`src/logic/ettc_map.svh`:
```
// Purpose: offsets, field positions, reset values and codes of the timer
// Assumes: byte-wide register port with 8-bit addresses
// Notes: definitions only
`ifndef ETTC_MAP_SVH
`define ETTC_MAP_SVH

// register addresses
`define ETTC_ADDR_COUNT 8'hCA
`define ETTC_ADDR_CTL 8'hCB
`define ETTC_ADDR_CCTL0 8'hCC
`define ETTC_ADDR_CC0 8'hCD
`define ETTC_ADDR_CCTL1 8'hCE
`define ETTC_ADDR_CC1 8'hCF
`define ETTC_ADDR_FLAGS 8'hD0
`define ETTC_ADDR_GIE 8'hD1

// timer control fields
`define ETTC_CTL_DIV_HI 7
`define ETTC_CTL_DIV_LO 5
`define ETTC_CTL_START 4
`define ETTC_CTL_WRAP_MASK 3
`define ETTC_CTL_CLEAR 2
`define ETTC_CTL_MODE_HI 1
`define ETTC_CTL_MODE_LO 0

// channel control fields
`define ETTC_CCTL_HI 6
`define ETTC_CCTL_LO 0

// event flag positions
`define ETTC_FLAG_WRAP 0
`define ETTC_FLAG_CH0 1
`define ETTC_FLAG_CH1 2

// reset values
`define ETTC_DIV_RESET 3'h0
`define ETTC_WRAP_MASK_RESET 1'h1
`define ETTC_CCTL_RESET 7'h40
`define ETTC_CC_RESET 8'h00
`define ETTC_FLAGS_RESET 3'h0

// counter landmarks and prescaler
`define ETTC_CNT_ZERO 8'h00
`define ETTC_CNT_ONE 8'h01
`define ETTC_CNT_TOP 8'hFF
`define ETTC_PRE_FULL 7'h7F

// compare action codes
`define ETTC_ACT_SET 3'h0
`define ETTC_ACT_CLEAR 3'h1
`define ETTC_ACT_TOGGLE 3'h2
`define ETTC_ACT_SET_UP 3'h3
`define ETTC_ACT_CLEAR_UP 3'h4
`define ETTC_ACT_SET_ALT 3'h5
`define ETTC_ACT_CLEAR_ALT 3'h6

`endif

```
`src/logic/ettc_pkg.sv`:
```
// Purpose: types shared by the timer and its bench
// Assumes: constants live in ettc_map.svh
// Notes: mode enum order matches the two-bit mode field
package ettc_pkg;

    // counting modes, in field-code order
    typedef enum logic [1:0] {
        MODE_FREE,
        MODE_DOWN,
        MODE_MODULO,
        MODE_UPDOWN
    } ettc_mode_t;

    // one register port request
    typedef struct packed {
        logic [7:0] addr;
        logic [7:0] wdata;
        logic wr;
        logic rd;
    } ettc_bus_req_t;

    // stored bits of a channel control register
    typedef struct packed {
        logic irq_mask;
        logic [2:0] action;
        logic enable;
        logic [1:0] spare;
    } ettc_chan_ctl_t;

endpackage

```
`src/logic/ettc_top.sv`:
```
// Purpose: 8-bit timer with prescaler, four modes and two compare outputs
// Assumes: register port on clk_i, one request per cycle
// Notes: read data appear the cycle after the read strobe
//
// Behaviour
// - divider select 000..111 gives update edges at tick divided by 1..128
// - a new divider select changes the edge rate immediately
// - start bit 1 counts, 0 freezes the counter where it stands
// - writing 1 to counter_clear zeroes the counter; bit reads 0
// - counter_clear reads 0, including right after reset
// - mode 00 counts 0x00 to 0xFF and wraps, forever
// - mode 01 loads channel zero value and counts down once to 0x00
// - mode 10 counts 0x00 up to channel zero value, then restarts
// - mode 11 counts up to channel zero value and back down, forever
// - interrupt needs both the event mask and global enable set
// - each channel has its own interrupt mask, enabled from reset
// - actions 000/001/010 set, clear, toggle output on compare match
// - action 011 sets on up match, clears at zero or on down match
// - action 100 clears on up match, sets at zero or on down match
// - channel zero 101/110 pair compare with 0xFF clear or 0x00 set
// - channel one 101/110 pair compare with channel zero value
// - channel compare enable bit gates actions, resets to 0
// - compare values are 8-bit read/write, reset 0x00
// - channel zero value applies at counter 0x00; channel one at once
`timescale 1ns/1ps
`include "ettc_map.svh"

module ettc_top
    import ettc_pkg::*;
#(
    parameter int COUNT_WIDTH = 8,
    parameter int CHANNELS = 2
)
(
    // clock and reset
    input wire logic clk_i,
    input wire logic reset_i,
    // register port
    input wire ettc_bus_req_t bus_i,
    output logic [7:0] rdata_o,
    // compare pins and interrupt request
    output logic [1:0] compare_out_o,
    output logic irq_o
);

    // the logic is built around an 8-bit counter and two channels
    if (COUNT_WIDTH != 8 || CHANNELS != 2)
    begin : g_check
        $error("ettc_top serves an 8-bit counter with two channels only");
    end

    logic [2:0] div_reg;
    logic start_reg;
    logic wrap_mask_reg;
    ettc_mode_t mode_reg;
    logic [7:0] cc0_reg;
    logic [7:0] cc0_live_reg;
    logic [7:0] cc1_reg;
    logic [7:0] count_reg;
    logic [7:0] count_next;
    logic dir_down_reg;
    logic dir_next;
    logic [6:0] pre_reg;
    logic [6:0] div_mask;
    logic [2:0] flags_reg;
    logic [2:0] flags_next;
    logic gie_reg;
    logic irq_reg;
    logic [7:0] rdata_reg;
    logic [1:0] out_reg;
    logic [1:0] ch_evt;
    logic [1:0] ch_mask;
    ettc_chan_ctl_t cctl_reg [2];
    logic tick;
    logic run;
    logic wrap_evt;
    logic wr_ctl;
    logic load_down;
    logic updown;
    logic going_down;

    // strobes decoded from the register port
    assign wr_ctl = bus_i.wr && (bus_i.addr == `ETTC_ADDR_CTL);
    assign load_down = wr_ctl && bus_i.wdata[`ETTC_CTL_START] && !start_reg
        && (bus_i.wdata[`ETTC_CTL_MODE_HI:`ETTC_CTL_MODE_LO] == 2'h1);
    assign updown = (mode_reg == MODE_UPDOWN);
    assign going_down = updown && dir_down_reg;

    // free-running prescaler; the select only picks which low bits must
    // be all ones, so a change acts on the very next edge
    always_ff @(posedge clk_i)
    begin
        if (reset_i)
            pre_reg <= 7'h00;
        else
            pre_reg <= pre_reg + 7'h01;
    end

    assign div_mask = ~(`ETTC_PRE_FULL << div_reg);
    assign tick = ((pre_reg & div_mask) == div_mask);
    assign run = start_reg && tick;

    // timer control register fields
    always_ff @(posedge clk_i)
    begin
        if (reset_i)
        begin
            div_reg <= `ETTC_DIV_RESET;
            start_reg <= 1'b0;
            wrap_mask_reg <= `ETTC_WRAP_MASK_RESET;
            mode_reg <= MODE_FREE;
        end
        else if (wr_ctl)
        begin
            div_reg <= bus_i.wdata[`ETTC_CTL_DIV_HI:`ETTC_CTL_DIV_LO];
            start_reg <= bus_i.wdata[`ETTC_CTL_START];
            wrap_mask_reg <= bus_i.wdata[`ETTC_CTL_WRAP_MASK];
            mode_reg <= ettc_mode_t'(
                bus_i.wdata[`ETTC_CTL_MODE_HI:`ETTC_CTL_MODE_LO]);
        end
    end

    // compare value registers; channel one takes effect at once
    always_ff @(posedge clk_i)
    begin
        if (reset_i)
        begin
            cc0_reg <= `ETTC_CC_RESET;
            cc1_reg <= `ETTC_CC_RESET;
        end
        else if (bus_i.wr)
        begin
            if (bus_i.addr == `ETTC_ADDR_CC0)
                cc0_reg <= bus_i.wdata;
            if (bus_i.addr == `ETTC_ADDR_CC1)
                cc1_reg <= bus_i.wdata;
        end
    end

    // working copy of channel zero value, refreshed only at zero
    always_ff @(posedge clk_i)
    begin
        if (reset_i)
            cc0_live_reg <= `ETTC_CC_RESET;
        else if (count_reg == `ETTC_CNT_ZERO)
            cc0_live_reg <= cc0_reg;
    end

    // next counter value and direction for one update edge
    always_comb
    begin
        count_next = count_reg;
        dir_next = dir_down_reg;
        wrap_evt = 1'b0;
        if (run)
        begin
            case (mode_reg)
                MODE_FREE:
                begin
                    count_next = count_reg + `ETTC_CNT_ONE;
                    wrap_evt = (count_reg == `ETTC_CNT_TOP);
                end
                MODE_DOWN:
                begin
                    if (count_reg != `ETTC_CNT_ZERO)
                    begin
                        count_next = count_reg - `ETTC_CNT_ONE;
                        wrap_evt = (count_reg == `ETTC_CNT_ONE);
                    end
                end
                MODE_MODULO:
                begin
                    if (count_reg == cc0_live_reg)
                    begin
                        count_next = `ETTC_CNT_ZERO;
                        wrap_evt = 1'b1;
                    end
                    else
                        count_next = count_reg + `ETTC_CNT_ONE;
                end
                MODE_UPDOWN:
                begin
                    if (!dir_down_reg)
                    begin
                        if (count_reg == cc0_live_reg)
                        begin
                            dir_next = 1'b1;
                            if (count_reg != `ETTC_CNT_ZERO)
                                count_next = count_reg - `ETTC_CNT_ONE;
                        end
                        else
                            count_next = count_reg + `ETTC_CNT_ONE;
                    end
                    else if (count_reg == `ETTC_CNT_ZERO)
                    begin
                        dir_next = 1'b0;
                        wrap_evt = 1'b1;
                        if (cc0_live_reg != `ETTC_CNT_ZERO)
                            count_next = `ETTC_CNT_ONE;
                    end
                    else
                        count_next = count_reg - `ETTC_CNT_ONE;
                end
                default:
                begin
                    count_next = count_reg;
                end
            endcase
        end
    end

    // counter: clear beats the down-mode load, which beats counting
    always_ff @(posedge clk_i)
    begin
        if (reset_i)
        begin
            count_reg <= `ETTC_CNT_ZERO;
            dir_down_reg <= 1'b0;
        end
        else if (wr_ctl && bus_i.wdata[`ETTC_CTL_CLEAR])
        begin
            count_reg <= `ETTC_CNT_ZERO;
            dir_down_reg <= 1'b0;
        end
        else if (load_down)
        begin
            count_reg <= cc0_live_reg;
            dir_down_reg <= 1'b0;
        end
        else
        begin
            count_reg <= count_next;
            dir_down_reg <= dir_next;
        end
    end

    // per-channel control, compare and output logic
    for (genvar g = 0; g < 2; g++)
    begin : g_chan
        localparam logic [7:0] CCTL_ADDR =
            (g == 0) ? `ETTC_ADDR_CCTL0 : `ETTC_ADDR_CCTL1;
        localparam logic [7:0] ALT_CLEAR_CH0 = `ETTC_CNT_TOP;
        localparam logic [7:0] ALT_SET_CH0 = `ETTC_CNT_ZERO;
        logic [7:0] cmp_val;
        logic match;
        logic at_zero;
        logic alt_clear_hit;
        logic alt_set_hit;

        assign cmp_val = (g == 0) ? cc0_live_reg : cc1_reg;
        assign match = run && (count_reg == cmp_val);
        assign at_zero = run && (count_reg == `ETTC_CNT_ZERO);
        // alternate landmark: fixed ends for channel zero, channel zero
        // value for channel one
        assign alt_clear_hit = run && (count_reg ==
            ((g == 0) ? ALT_CLEAR_CH0 : cc0_live_reg));
        assign alt_set_hit = run && (count_reg ==
            ((g == 0) ? ALT_SET_CH0 : cc0_live_reg));

        // channel zero flags the zero turnaround in up/down mode
        assign ch_evt[g] = (g == 0 && updown) ? wrap_evt : match;
        assign ch_mask[g] = cctl_reg[g].irq_mask;

        // channel control register, reserved bits stored as written
        always_ff @(posedge clk_i)
        begin
            if (reset_i)
                cctl_reg[g] <= ettc_chan_ctl_t'(`ETTC_CCTL_RESET);
            else if (bus_i.wr && bus_i.addr == CCTL_ADDR)
                cctl_reg[g] <= ettc_chan_ctl_t'(
                    bus_i.wdata[`ETTC_CCTL_HI:`ETTC_CCTL_LO]);
        end

        // compare pin; a match takes priority over the landmark action
        always_ff @(posedge clk_i)
        begin
            if (reset_i)
                out_reg[g] <= 1'b0;
            else if (cctl_reg[g].enable && run)
            begin
                case (cctl_reg[g].action)
                    `ETTC_ACT_SET:
                        if (match) out_reg[g] <= 1'b1;
                    `ETTC_ACT_CLEAR:
                        if (match) out_reg[g] <= 1'b0;
                    `ETTC_ACT_TOGGLE:
                        if (match) out_reg[g] <= ~out_reg[g];
                    `ETTC_ACT_SET_UP:
                        if (match && !going_down)
                            out_reg[g] <= 1'b1;
                        else if (updown ? (match && going_down) : at_zero)
                            out_reg[g] <= 1'b0;
                    `ETTC_ACT_CLEAR_UP:
                        if (match && !going_down)
                            out_reg[g] <= 1'b0;
                        else if (updown ? (match && going_down) : at_zero)
                            out_reg[g] <= 1'b1;
                    `ETTC_ACT_SET_ALT:
                        if (match)
                            out_reg[g] <= 1'b1;
                        else if (alt_clear_hit)
                            out_reg[g] <= 1'b0;
                    `ETTC_ACT_CLEAR_ALT:
                        if (match)
                            out_reg[g] <= 1'b0;
                        else if (alt_set_hit)
                            out_reg[g] <= 1'b1;
                    default:
                        out_reg[g] <= out_reg[g];
                endcase
            end
        end
    end

    // sticky event flags: write 1 clears, a new event wins the same cycle
    always_comb
    begin
        flags_next = flags_reg;
        if (bus_i.wr && bus_i.addr == `ETTC_ADDR_FLAGS)
            flags_next = flags_reg & ~bus_i.wdata[2:0];
        flags_next[`ETTC_FLAG_WRAP] = flags_next[`ETTC_FLAG_WRAP] | wrap_evt;
        flags_next[`ETTC_FLAG_CH0] = flags_next[`ETTC_FLAG_CH0] | ch_evt[0];
        flags_next[`ETTC_FLAG_CH1] = flags_next[`ETTC_FLAG_CH1] | ch_evt[1];
    end

    // flags and global interrupt enable
    always_ff @(posedge clk_i)
    begin
        if (reset_i)
        begin
            flags_reg <= `ETTC_FLAGS_RESET;
            gie_reg <= 1'b0;
        end
        else
        begin
            flags_reg <= flags_next;
            if (bus_i.wr && bus_i.addr == `ETTC_ADDR_GIE)
                gie_reg <= bus_i.wdata[0];
        end
    end

    // interrupt request: a pending flag under its own mask and the global
    always_ff @(posedge clk_i)
    begin
        if (reset_i)
            irq_reg <= 1'b0;
        else
            irq_reg <= gie_reg && |(flags_reg &
                {ch_mask[1], ch_mask[0], wrap_mask_reg});
    end

    // read data, registered one cycle after the read strobe
    always_ff @(posedge clk_i)
    begin
        if (reset_i)
            rdata_reg <= 8'h00;
        else if (bus_i.rd)
        begin
            case (bus_i.addr)
                `ETTC_ADDR_COUNT: rdata_reg <= count_reg;
                `ETTC_ADDR_CTL: rdata_reg <= {div_reg, start_reg,
                    wrap_mask_reg, 1'b0, mode_reg};
                `ETTC_ADDR_CCTL0: rdata_reg <= {1'b0, cctl_reg[0]};
                `ETTC_ADDR_CC0: rdata_reg <= cc0_reg;
                `ETTC_ADDR_CCTL1: rdata_reg <= {1'b0, cctl_reg[1]};
                `ETTC_ADDR_CC1: rdata_reg <= cc1_reg;
                `ETTC_ADDR_FLAGS: rdata_reg <= {5'h00, flags_reg};
                `ETTC_ADDR_GIE: rdata_reg <= {7'h00, gie_reg};
                default: rdata_reg <= 8'h00;
            endcase
        end
    end

    // outputs straight from flip-flops
    assign rdata_o = rdata_reg;
    assign compare_out_o = out_reg;
    assign irq_o = irq_reg;

endmodule

```
`config.mk`:
```
export PLATFORM = sky130hd
export DESIGN_NAME = ettc_top
export DESIGN_NICKNAME = d
export VERILOG_FILES = /design/src/logic/ettc_pkg.sv /design/src/logic/ettc_top.sv
export VERILOG_INCLUDE_DIRS = /design/src /design/src/logic
export SDC_FILE = /design/constraint.sdc
export NUM_CORES = 1
export LEC_CHECK = 0
export BUFFER_PORTS_ARGS = -buffer_cell sky130_fd_sc_hd__buf_2
export CAP_MARGIN = 20
export CORE_MARGIN = 2
export CORE_UTILIZATION = 35
export DETAILED_ROUTE_END_ITERATION = 16
export GPL_ROUTABILITY_DRIVEN = 0
export RECOVER_POWER = 25
export SYNTH_ARGS = -nofsm -noshare
export SYNTH_HDL_FRONTEND = slang
export SYNTH_SLANG_ARGS = --single-unit
```
`constraint.sdc`:
```
create_clock -name clk_i -period 3.65 [get_ports clk_i]
set_clock_uncertainty 0.2 [all_clocks]
set_input_delay 0.1825 -clock clk_i [delete_from_list [all_inputs] [get_ports clk_i]]
set_output_delay 0.1825 -clock clk_i [all_outputs]
set_load 0.02 [all_outputs]
```
==> results.py, run 1 <==
metrics = {
    "floorplanning": {
        "initial_core_util_pct": 35.78,
        "rows": 40,
        "die_h_microns": 114.8,
        "coreArea_sq_um": 12010,
        "num_io_pins": 31,
        "dieArea_sq_um": 13180,
        "die_w_microns": 114.8,
    },
    "sta": {
        "timing.final.max_slew_violations": 43,
        "post-route-worst-setup-slack_ns": 0.7375,
        "max_freq_mhz": 343.3,
        "grt_setup_unrepaired": "false",
        "post-route-min-period_ns": 2.913,
        "period_share_pct": 79.79,
        "worst_slew_pin_slew_ns": 1.897,
        "finalHoldViolCount": 0,
        "timing.hold.ws_ns": 0.01456,
        "setup_tns_ns": 0,
        "max_slew_margin_pct": -26.49,
        "setup_viol": 0,
    },
    "worst_setup_path": {
        "r2r_slack_ns": 0.74,
        "cp_max_fo": 16,
        "critPathCaptureType": "flop",
        "r2r-end": "count_reg[0]",
        "critPathTopFamily": "simple AND/OR/NAND/NOR gates",
        "worst-path-buf-inv": 2,
        "worstSetupStartpointType": "flop",
        "reg2reg_from": "count_reg[0]",
        "crit_required_ns": 3.73,
        "crit_type": "flop to flop",
        "path_cells": "inv_1 > ha_1 > or3b_2 > nor2_4 > inv_2 > o311a_4 > or3_1 > a31oi_1",
        "slowest_delay_ns": 0.55,
        "critPathSlowestCell": "or3b_2",
        "r2r_cells": 8,
        "crit_arrival_ns": 2.99,
    },
    "route": {
        "vias": 3893,
        "drt-initial-drc-count": 212,
        "vias_per_cell": 5.692,
        "drtAntennaViolNets": 0,
        "wl_mm": 12.37,
        "drc": 0,
        "detail_route.wl_per_cell_microns": 18.09,
        "drt_first_pass_iters": 5,
    },
    "synthesis": {
        "synth_seq_cells": 76,
        "synth-compound-area-share_pct": 17.99,
        "synth_adder_area_share_pct": 1.456,
        "synth-main-ff-cell": "dfxtp_1",
        "syn_inst": 507,
        "synth_edf_count": 14,
        "syn_nets": 532,
        "muxShareOfSynthArea_pct": 8.297,
        "synth.cell_area_sq_um": 4298,
        "syn_avg_cell_area_sq_um": 8.477,
        "synth_top_family_by_area": "simple AND/OR/NAND/NOR gates",
        "synthArstFlopShare_pct": 0,
        "yosys_warnings": 0,
        "ys_seq_area_share_pct": 38.66,
        "ys_types": 66,
        "synth_simple_gate_area_share_pct": 23.90,
        "yosys.area_share.xor_xnor_pct": 5.298,
    },
    "clock_network": {
        "clock_path_buffers": 2,
        "cts_tree": "done",
        "cts_buffers": 9,
        "cts_resized": 0,
        "htreeDepth": 3,
        "clk_latency_ns": 0.35,
        "cts_root_buf": "clkbuf_16",
        "cts_sinks": 76,
        "clk_pin_slew_ns": 0.07,
    },
    "hold_path": {
        "worstHoldPathCells": 3,
        "hold_class": "primary input to flop",
        "worstHoldStart": "bus_i[4]",
        "holdPathEnd": "cc1_reg[2]",
    },
    "job": {
        "maxCapViolations": 1,
    },
    "global_route": {
        "grt_pass1_wl_mm": 20.13,
        "grt_pass1_vias": 3761,
        "antenna_found_initial": 0,
        "overflow": 0,
        "grt_usage_pct": 19.85,
        "grt_max_degree": 43,
    },
    "power_and_ir_drop": {
        "p_per_area_nw_per_um2": 387.5,
        "peakVddDrop_uv": 212.8,
        "p_leak_uw": 0.001843,
    },
    "placement": {
        "place_ws_ns": 0.7766,
        "dpl.hpwl_mm": 8.937,
        "port_buffers": 30,
    },
    "outcome": {
        "status": "finished, violations left",
        "violations": "capacitance limit, slew limit",
    },
    "finish": {
        "final_common_cell": "dfxtp_1",
        "final_cell_mix": "62 x dfxtp_1, 61 x nand2_1, 51 x nor2_1, 45 x a21oi_1",
        "fin_nets": 557,
        "multi_input_area_sq_um": 2447,
        "layout-drive-gt1-share_pct": 11.36,
        "antenna_cells": 0,
        "largest_reg_flops": 14,
        "seqCellArea_sq_um": 1662,
        "nFillCells": 1229,
        "syn_to_final_growth_pct": 14.50,
    },
}
==> timing repair <==
item                                   4_1_cts  5_1_grt
hold buffers                                 7        0
buffers inserted                             0        0
setup endpoints to repair                    0        0
endpoints found under the hold margin       16        0
==> layout make-up <==
| cell class | instances | share of cell area [%] |
|---|---|---|
| clock buffers | 9 | 4.577 |
| flip-flops and latches | 76 | 33.77 |
| repair buffers | 46 | 5.441 |
| clock inverters | 7 | 1.678 |
| multi-input cells | 385 | 49.73 |
| inverters | 14 | 1.068 |
| well taps | 147 | 3.738 |
==> cell families (layout without fill, tap and decap cells) <==
group                      after synthesis  in the layout
DFF                                     76             76
xor gates and xnor gates                26             26
AOI/OAI and AO/OA                      119            119
and+or+nand+nor                        207            207
adders and majority gates                5              5
buffers and inverters                   46             76
muxes                                   28             28
==> how the worst max path moves through the flow <==
| stage | startpoint | endpoint | cells after the start | slack, ns |
|---|---|---|---|---|
| 2_1_floorplan | count_reg[0] | count_reg[0] | 14 | 0.88 |
| 3_3_place_gp | count_reg[0] | count_reg[0] | 8 | 0.85 |
| 3_5_place_dp | count_reg[0] | count_reg[0] | 8 | 0.78 |
| 4_1_cts | count_reg[0] | count_reg[0] | 8 | 0.76 |
| 5_1_grt | count_reg[0] | compare_out_o[1] | 10 | 0.51 |
| 6_report | count_reg[0] | count_reg[0] | 8 | 0.74 |
==> power by group <==
part	switching, uW	leakage, uW	internal, uW
registers	16.1	0.000634	865
clock network	389	0.000152	541
logic	59.6	0.00106	36.6
==> metal layers <==
layer | wire length (microns) | share of wire (%) | vias to the layer above | track usage (%)
li1 | - | - | 1884 | -
met1 | 5521 | 45 | 1868 | 25.95
met2 | 5885 | 48 | 112 | 31.99
met3 | 569 | 4.6 | 29 | 3.163
met4 | 398 | 3.2 | 0 | 9.960
met5 | 0 | 0 | - | 0
==> stage by stage <==
stage	power, uW	util, %	cells	cell area [sq um]
2_1_floorplan	946.6	-	507	4298
3_3_place_gp	987.2	37.99	661	4563
3_5_place_dp	989.2	37.99	661	4563
4_1_cts	1919	41.14	684	4941
5_1_grt	1964	40.97	684	4921
6_report	1907	40.97	684	4921
==> cell usage after synthesis (5+ instances only) <==
cell type	count	area [sq um]
clkbuf_1	19	71.32
nand2_1	61	229.0
buf_1	5	18.77
nor4_1	7	43.79
buf_2	7	35.03
or3_1	5	31.28
mux4_2	6	135.1
ha_1	5	62.56
a22oi_1	7	52.55
nor3_1	14	70.07
xor2_1	12	105.1
mux2i_1	21	210.2
and2_1	15	93.84
xnor2_1	14	122.6
dfxtp_1	62	1241
o21ai_0	21	105.1
nor2_1	51	191.4
nor2b_1	6	37.54
edfxtp_1	14	420.4
a21oi_1	45	225.2
nand3_1	17	85.08
inv_1	12	45.04
==> worst min-delay path, stage by stage <==
cell and delay [ns]:
buf_2 0.17, mux2i_1 0.09, nor2_1 0.07
Note: power is estimated with default switching activity, not from simulation.
==> inputs of run 2 (changes only) <==
--- a/config.mk
+++ b/config.mk
@@ -6,6 +6,7 @@
 export SDC_FILE = /design/constraint.sdc
 export NUM_CORES = 1
 export LEC_CHECK = 0
+export ABC_AREA = 1
 export BUFFER_PORTS_ARGS = -buffer_cell sky130_fd_sc_hd__buf_2
 export CAP_MARGIN = 20
 export CORE_MARGIN = 2
==> constraint.sdc (replaced) <==
create_clock -name clk_i -period 2.7 [get_ports clk_i]
set_clock_uncertainty 0.2 [all_clocks]
set_input_delay 0.135 -clock clk_i [delete_from_list [all_inputs] [get_ports clk_i]]
set_output_delay 0.135 -clock clk_i [all_outputs]
set_load 0.02 [all_outputs]
==> results.py, run 2 <==
metrics = {
    "outcome": {
        "status": "finished clean",
    },
    "floorplanning": {
        "coreArea_sq_um": 12770,
        "die_h_microns": 118.9,
        "die_w_microns": 118.9,
        "num_io_pins": 31,
        "initial_core_util_pct": 36.16,
        "dieArea_sq_um": 14130,
        "rows": 41,
    },
    "synthesis": {
        "synth_simple_gate_area_share_pct": 27.76,
        "muxShareOfSynthArea_pct": 0,
        "synth_seq_cells": 76,
        "ys_types": 43,
        "synth_common_cells": "138 x nand2_1, 88 x inv_1, 64 x a21oi_1",
        "synth.cell_area_sq_um": 4619,
        "synth_largest_area_cell": "dfxtp_1",
        "syn_nets": 687,
        "yosys-top-cells-area": "dfxtp_1 27%, nand2_1 11%, edfxtp_1 9.1%",
        "post-synth-top-count-cell": "nand2_1",
        "syn_inst": 662,
        "synth_top_family_by_area": "simple AND/OR/NAND/NOR gates",
        "synth-main-ff-cell": "dfxtp_1",
        "yosys.area_share.xor_xnor_pct": 4.171,
        "synthArstFlopShare_pct": 0,
        "yosys_warnings": 0,
        "ys_seq_area_share_pct": 35.97,
        "syn_avg_cell_area_sq_um": 6.978,
        "synth_adder_area_share_pct": 1.354,
        "synth_edf_count": 14,
        "synth.top_cell.area_share_pct": 26.87,
        "synth-compound-area-share_pct": 19.64,
    },
    "global_route": {
        "grt_pass1_vias": 4271,
        "grt-busiest-layer": "met2",
        "globalRouteMet1Util_pct": 27.02,
        "antenna_found_initial": 0,
        "grt_util_met3_pct": 2.730,
        "grt_max_degree": 29,
        "grt_use_met2_pct": 32.08,
        "grt_usage_pct": 19.90,
        "grt_pass1_wl_mm": 22.13,
        "overflow": 0,
    },
    "finish": {
        "final_common_cell": "nand2_1",
        "antenna_cells": 0,
        "utilization_pct": 41.84,
        "seqCellArea_sq_um": 1662,
        "fin_nets": 730,
        "layout-drive-gt1-share_pct": 12.39,
        "multi_input_area_sq_um": 2445,
        "final_cell_mix": "138 x nand2_1, 88 x inv_1, 64 x a21oi_1, 62 x dfxtp_1",
        "largest_reg_flops": 14,
        "syn_to_final_growth_pct": 15.68,
        "nFillCells": 1305,
    },
    "route": {
        "drt-initial-drc-count": 347,
        "drtAntennaViolNets": 0,
        "vias": 4684,
        "vias_per_cell": 5.311,
        "drc": 0,
        "wl_mm": 14.03,
        "drt_first_pass_iters": 5,
        "detail_route.wl_per_cell_microns": 15.91,
    },
    "power_and_ir_drop": {
        "clkPwrFrac_pct": 49.3,
        "p_int_uw": 2028,
        "p_switching_uw": 608.1,
        "p_per_area_nw_per_um2": 493.2,
        "switching_share_pct": 23.07,
        "peakVddDrop_uv": 378.4,
        "p_seq_share_pct": 44.9,
        "p_leak_uw": 0.002206,
        "pwr-share-comb_pct": 5.8,
    },
    "clock_network": {
        "cts_sinks": 76,
        "clock_path_buffers": 2,
        "cts_tree": "done",
        "cts_root_buf": "clkbuf_16",
        "cts_resized": 0,
        "cts_buffers": 9,
        "clk_pin_slew_ns": 0.06,
        "clk_latency_ns": 0.34,
        "htreeDepth": 3,
    },
    "hold_path": {
        "hold_class": "primary input to flop",
    },
    "worst_setup_path": {
        "cp_max_fo": 11,
        "worstSetupStartpointType": "flop",
        "critPathCaptureType": "flop",
        "crit_arrival_ns": 2.46,
        "crit_required_ns": 2.73,
        "crit_type": "flop to flop",
    },
    "sta": {
        "post-route-min-period_ns": 2.431,
        "max_freq_mhz": 411.3,
        "finalHoldViolCount": 0,
        "timing.final.max_slew_violations": 0,
        "worst_slew_pin_slew_ns": 1.276,
        "period_share_pct": 90.05,
        "max_slew_margin_pct": 14.93,
        "setup_viol": 0,
        "setup_tns_ns": 0,
        "grt_setup_unrepaired": "false",
    },
    "job": {
        "maxCapViolations": 0,
    },
    "placement": {
        "dpl.hpwl_mm": 10.62,
        "port_buffers": 30,
    },
}
## run 2: layout make-up
cell class / instances / share of cell area (%)
multi-input cells: 466 / 45.75
flip-flops and latches: 76 / 31.09
inverters: 99 / 7.048
repair buffers: 53 / 6.275
clock buffers: 11 / 4.355
well taps: 172 / 4.027
clock inverters: 5 / 1.452
## run 2: cells by family after synthesis
kind of cell / Yosys count
simple gates: 280
compound gates: 159
buf+inv: 120
flops: 76
xor+xnor: 22
fa+ha+maj: 5
## run 2: path summary, 6_finish.rpt
check	endpoint	slack (ns)	start	cells after the start
setup / recovery	count_reg[0]	0.27	count_reg[1]	12
hold / removal	gie_reg	0.07	bus_i[12]	5
setup reg to reg	count_reg[0]	0.27	count_reg[1]	12
hold reg to reg	irq_o	0.25	gie_reg	2
## run 2: power by group through the flow
stage | clock network, uW | logic [uW] | registers (uW)
after global routing | 1370 | 170 | 1190
after detailed placement | 0 | 140 | 1210
after CTS | 1310 | 151 | 1180
after global placement | 0 | 137 | 1210
after floorplan | 0 | 87.4 | 1200
final | 1300 | 153 | 1180
## run 2: critical path, cell delays in order, from the launching register on
cell and delay (ns):
dfxtp_1 0.37, inv_1 0.21, ha_1 0.25, nand2_1 0.10
nor2_4 0.12, nand2_2 0.19, ha_1 0.35, nand2_1 0.07
nand2_1 0.04, o21ai_0 0.14, o21ai_0 0.10, a21oi_1 0.13
nor2_1 0.05
## run 2: per-stage QoR
step	power (uW)	cells	hold WS [ns]	area, sq um	worst slack [ns]
after global routing	2723	882	0.09689	5344	0.05817
after detailed placement	1349	854	0.2430	4931	0.3333
after global placement	1345	854	0.2414	4931	0.3982
final	2636	882	0.07061	5344	0.2687
after floorplan	1292	662	0.07795	4619	0.2689
after CTS	2646	882	0.05528	5361	0.3197
## run 2: repair_timing
item | CTS | global route
setup buffers | 0 | 0
hold buffers | 12 | 0
hold endpoints to repair | 27 | 0
## run 2: routing by layer
layer | vias up | wire length (microns)
li1 | 2271 | -
met1 | 2175 | 6179
met2 | 204 | 6535
met3 | 34 | 935
met4 | 0 | 382
met5 | - | 0
